## config.mk

```make
export PLATFORM = sky130hd
export DESIGN_NAME = ssc_int_status
export DESIGN_NICKNAME = d
export VERILOG_FILES = /design/src/ssc_pkg.sv /design/src/ssc_rate_tick.sv /design/src/ssc_int_status.sv
export SDC_FILE = /design/constraint.sdc
export NUM_CORES = 1
export LEC_CHECK = 0
export BUFFER_PORTS_ARGS = -buffer_cell sky130_fd_sc_hd__buf_2
export CAP_MARGIN = 20
export CORE_MARGIN = 4
export CORE_UTILIZATION = 48
export DETAILED_ROUTE_END_ITERATION = 7
export PLACE_DENSITY = 0.78
export SETUP_SLACK_MARGIN = 0.02
export SLEW_MARGIN = 20
export SYNTH_ARGS = -nofsm -noshare
export SYNTH_HDL_FRONTEND = slang
export SYNTH_SLANG_ARGS = --single-unit
```

## constraint.sdc

```tcl
create_clock -name clk -period 3.8 [get_ports clk]
set_input_delay 0.19 -clock clk [delete_from_list [all_inputs] [get_ports clk]]
set_output_delay 0.19 -clock clk [all_outputs]
set_load 0.005 [all_outputs]
```

## src/ssc_pkg.sv

```systemverilog
// Shared constants and types of the sensor control and status bank
package ssc_pkg;

  // ==========================================================
  // Register map
  localparam logic [7:0] SSC_ADDR_ACC_X_HI = 8'h01;
  localparam logic [7:0] SSC_ADDR_ACC_Z_LO = 8'h06;
  localparam logic [7:0] SSC_ADDR_INT_SRC  = 8'h0C;
  localparam logic [7:0] SSC_ADDR_DEV_ID   = 8'h0D;
  localparam logic [7:0] SSC_ADDR_CTRL1    = 8'h2A;
  localparam logic [7:0] SSC_ADDR_MAG_X_HI = 8'h40;
  localparam logic [7:0] SSC_ADDR_MAG_Z_LO = 8'h45;

  // ==========================================================
  // Reset values and identity
  localparam logic [7:0] SSC_CTRL1_RST   = 8'h08;
  localparam logic [7:0] SSC_INT_SRC_RST = 8'h00;
  // Identity values are arbitrary
  localparam logic [7:0] SSC_ID_PROD     = 8'hA7;
  localparam logic [7:0] SSC_ID_PREPROD  = 8'hA4;

  // ==========================================================
  // Timing: fastest rate period, clock rate, derived cycles
  localparam int unsigned SSC_CLK_MHZ         = 200;
  localparam int unsigned SSC_BASE_PERIOD_US  = 1250;
  localparam int unsigned SSC_BASE_PERIOD_CYC =
    SSC_BASE_PERIOD_US * SSC_CLK_MHZ;
  // Period multipliers as left shifts of the base period
  localparam logic [7:0][3:0] SSC_ODR_SHIFT =
    {4'd9, 4'd7, 4'd6, 4'd4, 4'd3, 4'd2, 4'd1, 4'd0};
  localparam logic [3:0][3:0] SSC_SLP_SHIFT =
    {4'd9, 4'd7, 4'd6, 4'd4};
  localparam logic [3:0] SSC_HYB_SHIFT = 4'd1;

  // ==========================================================
  // Types
  typedef enum logic [1:0] {
    SSC_MODE_ACC = 2'b00,
    SSC_MODE_MAG = 2'b01,
    SSC_MODE_RSV = 2'b10,
    SSC_MODE_HYB = 2'b11
  } ssc_mode_e;

  typedef struct packed {
    logic [1:0] aslpRate;
    logic [2:0] dataRateField;
    logic       lowNoise;
    logic       fastRead;
    logic       active;
  } ssc_ctrl_s;

  typedef struct packed {
    logic aslp;
    logic fifo;
    logic trans;
    logic orient;
    logic pulse;
    logic ffmt;
    logic aVecm;
    logic drdy;
  } ssc_int_src_s;

  typedef struct packed {
    logic [15:0] x;
    logic [15:0] y;
    logic [15:0] z;
  } ssc_axes_s;

  typedef struct packed {
    logic       start;
    logic       rd;
    logic       wr;
    logic [7:0] addr;
    logic [7:0] wdata;
  } ssc_reg_req_s;

  typedef struct packed {
    logic orientNew;
    logic orientIntEn;
    logic orientSrcRead;
    logic pulseEa;
    logic pulseIntEn;
    logic pulseSrcRead;
    logic ffmtEa;
    logic ffmtIntEn;
    logic ffmtSrcRead;
    logic aVecmEvent;
    logic accelNew;
    logic magNew;
  } ssc_evt_s;

endpackage

```

## src/ssc_rate_tick.sv

```systemverilog
// Divider that gives one enable pulse per output data period
`timescale 1ns/10ps
`default_nettype none

module ssc_rate_tick #(
  parameter int unsigned BASE_CYC = ssc_pkg::SSC_BASE_PERIOD_CYC
) (
  // Clock and reset
  input  wire logic       clk,
  input  wire logic       rst_b,
  // Rate selection
  input  wire logic       run,
  input  wire logic [3:0] shift,
  // Rate enable
  output logic            tick_q
);
  import ssc_pkg::*;

  typedef struct packed {
    logic [31:0] cnt;
    logic        tick;
  } ssc_tick_state_s;

  ssc_tick_state_s st_q;
  ssc_tick_state_s st_d;
  logic [31:0]     limit;

  // Period in cycles is the base period shifted
  always_comb begin
    limit = (32'(BASE_CYC) << shift) - 32'h0000_0001;
    st_d  = st_q;
    st_d.tick = 1'b0;
    if (!run) begin
      st_d.cnt = 32'h0000_0000;
    end else if (st_q.cnt >= limit) begin
      st_d.cnt  = 32'h0000_0000;
      st_d.tick = 1'b1;
    end else begin
      st_d.cnt = st_q.cnt + 32'h0000_0001;
    end
  end

  // State register
  always_ff @(posedge clk or negedge rst_b) begin
    if (!rst_b) begin
      st_q <= '0;
    end else begin
      st_q <= st_d;
    end
  end

  assign tick_q = st_q.tick;

endmodule

`default_nettype wire

```

## src/ssc_int_status.sv

```systemverilog
// Control, identity and interrupt source registers of the sensor
//
// What this block does
// - Orientation change sets flag; orientation read clears
// - Pulse event sets flag; pulse source read clears
// - Freefall/motion event sets flag; its read clears
// - Vector-magnitude flag clears on source register read
// - Data-ready set by new data per mode
// - Data-ready cleared by output read per mode
// - Hybrid auto-increment burst returns twelve bytes
// - Fixed identity register tells preproduction from production
// - Active bit selects standby or active, resets zero
// - Sleep-rate field selects sleep sampling frequency
// - Auto-sleep rate overrides the system data rate
// - Hybrid mode halves the sleep sampling rate
// - Data-rate field selects rate, resets to 001
// - Hybrid mode halves the selected data rate
// - Low-noise mode limits measurable range to 4 g
// - Fast read gives high bytes, skips low, except magnetic reads outside hybrid auto-increment
// - Fast hybrid burst returns six high bytes
// - Source register read clears only vector-magnitude flag
`timescale 1ns/10ps
`default_nettype none

module ssc_int_status #(
  parameter int unsigned BASE_CYC   = ssc_pkg::SSC_BASE_PERIOD_CYC,
  parameter bit          IS_PREPROD = 1'b0
) (
  // Clock and reset
  input  wire logic                 clk,
  input  wire logic                 rst_b,
  // Register port
  input  wire ssc_pkg::ssc_reg_req_s regReq,
  output logic [7:0]                rdData_q,
  output logic                      rdValid_q,
  output logic [7:0]                regPtr_q,
  // Engine events and source register reads
  input  wire ssc_pkg::ssc_evt_s    evt,
  // Sensor configuration and state
  input  wire ssc_pkg::ssc_mode_e   sensorMode,
  input  wire logic                 hybAutoInc,
  input  wire logic                 autoSleep,
  // Sample data for the output registers
  input  wire ssc_pkg::ssc_axes_s   accelData,
  input  wire ssc_pkg::ssc_axes_s   magData,
  // Flags and controls
  output ssc_pkg::ssc_int_src_s     intSrc_q,
  output ssc_pkg::ssc_ctrl_s        ctrl_q,
  output logic                      active_q,
  output logic                      fastRead_q,
  output logic                      rangeLimit4g_q,
  output logic [3:0]                rateShift_q,
  output logic                      odrTick_q
);
  import ssc_pkg::*;

  // ==========================================================
  // State of the block
  typedef struct packed {
    ssc_int_src_s src;
    ssc_ctrl_s    ctrl;
    logic [7:0]   ptr;
    logic [7:0]   rdData;
    logic         rdValid;
    logic [3:0]   shift;
  } ssc_state_s;

  ssc_state_s st_q;
  ssc_state_s st_d;

  // ==========================================================
  // Helpers

  // Byte of a three-axis sample, high byte first per axis
  function automatic logic [7:0] axisByte(
    input ssc_axes_s a,
    input logic [2:0] idx
  );
    logic [7:0] b;
    b = 8'h00;
    case (idx)
      3'd0:    b = a.x[15:8];
      3'd1:    b = a.x[7:0];
      3'd2:    b = a.y[15:8];
      3'd3:    b = a.y[7:0];
      3'd4:    b = a.z[15:8];
      3'd5:    b = a.z[7:0];
      default: b = 8'h00;
    endcase
    return b;
  endfunction

  // Burst pointer step, skipping low bytes and chaining sensors
  function automatic logic [7:0] nextPtr(
    input logic [7:0] p,
    input logic       fast,
    input logic       chain
  );
    logic [7:0] n;
    logic [7:0] step;
    logic       inAcc;
    logic       inMag;
    inAcc = (p >= SSC_ADDR_ACC_X_HI) && (p <= SSC_ADDR_ACC_Z_LO);
    inMag = (p >= SSC_ADDR_MAG_X_HI) && (p <= SSC_ADDR_MAG_Z_LO);
    step  = ((inAcc || (inMag && chain)) && fast) ? 8'h02 : 8'h01;
    n     = p + step;
    if (chain && inAcc && (n > SSC_ADDR_ACC_Z_LO)) begin
      n = SSC_ADDR_MAG_X_HI;
    end else if (chain && inMag && (n > SSC_ADDR_MAG_Z_LO)) begin
      n = SSC_ADDR_ACC_X_HI;
    end
    return n;
  endfunction

  // ==========================================================
  // Decode of the current access
  logic       hybrid;
  logic       chain;
  logic       ptrInAcc;
  logic       ptrInMag;
  logic       rdIntSrc;
  logic       accRead;
  logic       magRead;
  logic [7:0] readByte;
  logic [7:0] idValue;
  logic [3:0] baseShift;

  // Mode, burst chaining and address windows
  always_comb begin
    hybrid   = (sensorMode == SSC_MODE_HYB);
    chain    = hybrid && hybAutoInc;
    ptrInAcc = (st_q.ptr >= SSC_ADDR_ACC_X_HI) &&
               (st_q.ptr <= SSC_ADDR_ACC_Z_LO);
    ptrInMag = (st_q.ptr >= SSC_ADDR_MAG_X_HI) &&
               (st_q.ptr <= SSC_ADDR_MAG_Z_LO);
    rdIntSrc = regReq.rd && !regReq.start &&
               (st_q.ptr == SSC_ADDR_INT_SRC);
    accRead  = regReq.rd && !regReq.start && ptrInAcc;
    magRead  = regReq.rd && !regReq.start && ptrInMag;
  end

  // Identity value fixed by build
  assign idValue = IS_PREPROD ? SSC_ID_PREPROD : SSC_ID_PROD;

  // Read data selection
  always_comb begin
    readByte = 8'h00;
    if (ptrInAcc) begin
      readByte = axisByte(accelData,
                          3'(st_q.ptr - SSC_ADDR_ACC_X_HI));
    end else if (ptrInMag) begin
      readByte = axisByte(magData,
                          3'(st_q.ptr - SSC_ADDR_MAG_X_HI));
    end else if (st_q.ptr == SSC_ADDR_INT_SRC) begin
      readByte = st_q.src;
    end else if (st_q.ptr == SSC_ADDR_DEV_ID) begin
      readByte = idValue;
    end else if (st_q.ptr == SSC_ADDR_CTRL1) begin
      readByte = st_q.ctrl;
    end
  end

  // Sampling period: auto-sleep rate overrides, hybrid doubling added in next state
  always_comb begin
    if (autoSleep) begin
      baseShift = SSC_SLP_SHIFT[st_q.ctrl.aslpRate];
    end else begin
      baseShift = SSC_ODR_SHIFT[st_q.ctrl.dataRateField];
    end
  end

  // ==========================================================
  // Next state
  always_comb begin
    st_d = st_q;
    st_d.rdValid = 1'b0;

    // Rate shift, doubled period in hybrid mode
    st_d.shift = hybrid ? (baseShift + SSC_HYB_SHIFT)
                        : baseShift;

    // Pointer load, read and write with auto-increment
    if (regReq.start) begin
      st_d.ptr = regReq.addr;
    end else if (regReq.rd) begin
      st_d.rdData  = readByte;
      st_d.rdValid = 1'b1;
      st_d.ptr     = nextPtr(st_q.ptr, st_q.ctrl.fastRead,
                             chain);
    end else if (regReq.wr) begin
      // Identity and source registers are read-only
      if (st_q.ptr == SSC_ADDR_CTRL1) begin
        st_d.ctrl = regReq.wdata;
      end
      st_d.ptr = nextPtr(st_q.ptr, st_q.ctrl.fastRead, chain);
    end

    // Orientation flag, set wins over clear
    st_d.src.orient = (evt.orientNew && evt.orientIntEn) ||
                      (st_q.src.orient && !evt.orientSrcRead);

    // Pulse flag, set wins over clear
    st_d.src.pulse = (evt.pulseEa && evt.pulseIntEn) ||
                     (st_q.src.pulse && !evt.pulseSrcRead);

    // Freefall/motion flag, set wins over clear
    st_d.src.ffmt = (evt.ffmtEa && evt.ffmtIntEn) ||
                    (st_q.src.ffmt && !evt.ffmtSrcRead);

    // Vector-magnitude flag, only flag this read clears
    st_d.src.aVecm = evt.aVecmEvent ||
                     (st_q.src.aVecm && !rdIntSrc);

    // Data-ready set and clear depend on sensor mode
    case (sensorMode)
      SSC_MODE_MAG: begin
        st_d.src.drdy = evt.magNew ||
                        (st_q.src.drdy && !magRead);
      end
      SSC_MODE_HYB: begin
        st_d.src.drdy = evt.accelNew || evt.magNew ||
                        (st_q.src.drdy && !magRead);
      end
      SSC_MODE_ACC: begin
        st_d.src.drdy = evt.accelNew ||
                        (st_q.src.drdy && !accRead);
      end
      default: begin
        st_d.src.drdy = evt.accelNew ||
                        (st_q.src.drdy && !accRead);
      end
    endcase

    // Flags owned by other engines stay clear here
    st_d.src.aslp  = 1'b0;
    st_d.src.fifo  = 1'b0;
    st_d.src.trans = 1'b0;
  end

  // ==========================================================
  // State register
  always_ff @(posedge clk or negedge rst_b) begin
    if (!rst_b) begin
      st_q.src     <= SSC_INT_SRC_RST;
      st_q.ctrl    <= SSC_CTRL1_RST;
      st_q.ptr     <= 8'h00;
      st_q.rdData  <= 8'h00;
      st_q.rdValid <= 1'b0;
      st_q.shift   <= 4'h0;
    end else begin
      st_q <= st_d;
    end
  end

  // ==========================================================
  // Data-rate enable, running only while active
  ssc_rate_tick #(
    .BASE_CYC (BASE_CYC)
  ) u_rate (
    .clk    (clk),
    .rst_b  (rst_b),
    .run    (st_q.ctrl.active),
    .shift  (st_q.shift),
    .tick_q (odrTick_q)
  );

  // ==========================================================
  // Outputs straight from the state register
  assign rdData_q       = st_q.rdData;
  assign rdValid_q      = st_q.rdValid;
  assign regPtr_q       = st_q.ptr;
  assign intSrc_q       = st_q.src;
  assign ctrl_q         = st_q.ctrl;
  assign active_q       = st_q.ctrl.active;
  assign fastRead_q     = st_q.ctrl.fastRead;
  assign rangeLimit4g_q = st_q.ctrl.lowNoise;
  assign rateShift_q    = st_q.shift;

endmodule

`default_nettype wire

```

==> key figures <==
Timing
  • Worst relative slew slack: 0.448
  • Final slew viol count: 0
  • Worst-Margin Slew: between 0.8 and 0.9 ns
  • Final Hold Vio Count: 0
  • Min Tclk post-route: between 3 and 4 ns
  • Fmax: ~250 MHz
  • Crit path setup slack, layout: -0.143 ns
  • Setup TNS: -3.70 ns
  • Layout Skew: approximately 0.0092 ns
  • Final setup viols: 32
  • Fin crit share: 1.04
  • RSZ-0062 raised after global routing: yes

Finish
  • Area grow syn2layout: 34.2%
  • Share of cells above drive strength 1: 0.383
  • Layout fillers: approximately 1,000
  • Finished Core Util: 0.664
  • Most frequent cells in the layout: buf_2, buf_4, dfrtp_1
  • Final-stage net count: 1,103
  • Final instance area: 0.00807 sq mm
  • Commonest non-fill, non-tap cell in the layout: buf_2

Yosys
  • Area share of the largest cell type after synthesis: 0.275
  • Post-Syn Area: 0.00602 sq mm
  • Top_reg_cell synth: dfrtp_1
  • Seq/Total Area, Yosys: 0.279
  • Avg Inst Size Synth: 8.50 sq um
  • Post-synthesis register bit count: 67
  • Synth top area cells: dfrtp_1, ha_1, nor2_1
  • Synth warn: 0
  • Synth area leader: dfrtp_1
  • Synth async-reset ratio: 1.00
  • Number of synthesized flops with an enable pin: 0
  • Distinct cell type count after synthesis: 79
  • Post-Synthesis Cells: 708

GRT
  • GRT Util Overall: 0.276
  • Gr ovfl total: 0
  • Pin count of the biggest net entering global routing: 37
  • Vias in the first global route: 6,242
  • Initial antenna violation count: 1
  • First-pass GRT wire length: 31,500 um

Pwr
  • Leak: 3.78 nW
  • VDD IR max: 215 uV
  • Final total power: approximately 2.3 mW
  • Pwr dens: 285 mW/mm^2

Clock network
  • CTS root buffer: clkbuf_16
  • CTS Buf Count: 9
  • H-tree depth: 3
  • Clock buffer depth: 2
  • Clk_lat worst skew: 0.33 ns
  • Clock sink total: 67
  • Clk slew on worst S/H paths: roughly 0.050 ns
  • CTS tree: done

Floorplanning
  • Row count: 40
  • DIE AREA: 0.0144 sq mm
  • Starting density of the core: 0.495
  • Num ports: between 150 and 200
  • Die X: roughly 120 um
  • Core footprint: ~0.012 sq mm
  • Die H: roughly 120 um

Critical path
  • Most used cell, CP: a21o_1
  • Slowest stage delay, CP: roughly 0.53 ns
  • Cell Chain, Critical Path: buf_4 -> ha_2 -> mux4_2 -> a211oi_4 -> nand2_2 -> nor4_4 -> nand4b_1 -> mux2_4 -> ha_1 -> a21o_1 -> a21o_1 -> a21oi_2 -> o21ai_4 -> or3b_4 -> nor2_1
  • Reg2reg setup slack: -0.14 ns
  • Worst Setup Path Type: register to register
  • CP max stage cell: mux4_2
  • Startpoint Class: register
  • Critical Path Sink Type: register
  • Worst EP arrival: roughly 4.2 ns
  • Critical Path RT: between 4 and 5 ns
  • CP max FO: 8
  • Worst R2R Path Depth: 15

Min path
  • Hold Crit Class: primary input to register
  • Hold Path Stages: 2

Outcome
  • Failing checks: negative setup slack
  • Status: finished, violations left

Routing
  • Via count: 6,380
  • DRC viols: 0
  • Routed WL: 20,600 um
  • ANT nets after route: 0
  • Avg WL per Cell: 18.8 um
  • Drt pass-1 iters: 5
  • DR iter-0 viols: between 500 and 600
  • Vias per Instance: about 5.8

Placed design
  • Post-DP HPWL: approximately 16,000 um
  • Dpl cell area: between 0.007 and 0.008 sq mm
  • Pre-CTS WS: -0.169 ns
  • PortBufs: 170
  • GPL Wtd Cong: 1.00

Job
  • Max_cap viols: 0
[critical path: cells and delay by family, from the launching register on]
family / cells / cell delay [ns]
simple gates: 5 / 1.13
compound gates: 5 / 0.92
mux: 2 / 0.85
flops: 1 / 0.42
fa+ha+maj: 2 / 0.39
buf+inv: 1 / 0.16
[registers in the layout, indices dropped and copies added, names as in the netlist, 4 cells and up]
| register | flops |
|---|---|
| rateShift_q | 4 |
| rdData_q | 8 |
| ctrl_q | 5 |
| u_rate.st_q | 32 |
| intSrc_q | 5 |
| regPtr_q | 8 |
[per-stage QoR]
step / cells / hold WS [ns]
floorplan: 710 / -0.106
global placement: 1060 / 0.328
detailed placement: 1060 / 0.329
CTS: 1084 / 0.0217
global route: 1098 / 0.0207
finish: 1098 / 0.0366
[power by group]
part	switching [mW]	total, mW	internal [mW]
Clock	0.290	0.795	0.506
Sequential	0.0263	0.770	0.743
Combinational	0.402	0.734	0.332
[area by class of cell]
class	instances	area, sq um	area share
tap	168	210	0.0260
inverter	22	87.6	0.0109
timing repair buffer	247	1470	0.182
clock buffer	13	240	0.0298
multi-input combinational	577	4340	0.537
sequential	67	1680	0.208
clock inverter	3	40.0	0.00496
antenna	1	2.50	0.000310
[cell families after synthesis]
| kind of cell | after synthesis | synth area share |
|---|---|---|
| buffers and inverters | 69 | 0.0568 |
| AOI/OAI and AO/OA | 169 | 0.192 |
| xor gates and xnor gates | 48 | 0.0699 |
| muxes | 48 | 0.0905 |
| DFF | 67 | 0.279 |
| adders and majority gates | 46 | 0.0969 |
| and+or+nand+nor | 260 | 0.214 |
| other | 1 | 0.000623 |
[cells in the mapped netlist, types with 5 or more instances]
cell and n:
and3_1 13, xnor2_1 20, nand2b_1 11, o22ai_1 8, nand3_1 29, mux2_2 20, xor2_1 28, nor2b_1 14
o211ai_1 5, a21o_1 13, o21ai_0 30, ha_1 45, inv_1 21, a22oi_1 6, nor2_1 80, o21a_1 6
buf_4 8, nor3_1 11, a21oi_1 43, clkbuf_1 23, mux2i_1 24, o21ai_1 5, o31ai_1 5, dfrtp_1 66
a211oi_1 5, nand2_1 62, nand4_1 6, buf_2 7
[layer usage]
layer | routed length (um) | vias up | track usage
met1 | 7670 | 3032 | 0.305
li1 | - | 2996 | -
met5 | 0 | - | 0
met3 | 1280 | 62 | 0.0537
met2 | 10600 | 290 | 0.487
met4 | 1050 | 0 | 0.163
[final timing paths]
kind,startpoint,end
worst max-delay path,rateShift_q[0],u_rate.st_q[3]
worst min-delay path,evt[9],intSrc_q[4]
worst max register to register,rateShift_q[0],u_rate.st_q[3]
worst min register to register,rdData_q[3],rdData_q[3]
max in group asynchronous,rst_b,ctrl_q[3]
min in group asynchronous,rst_b,u_rate.st_q[27]
[what timing repair did]
item | CTS | global route
buffers inserted | 4 | 12
hold buffers | 1 | 0
endpoints found under the setup margin | 33 | 39
gates resized for setup | 17 | 48
cloned | 3 | 0
hold endpoints to repair | 34 | 0
pin swaps | 10 | 34
(Power assumes the default switching activity.)
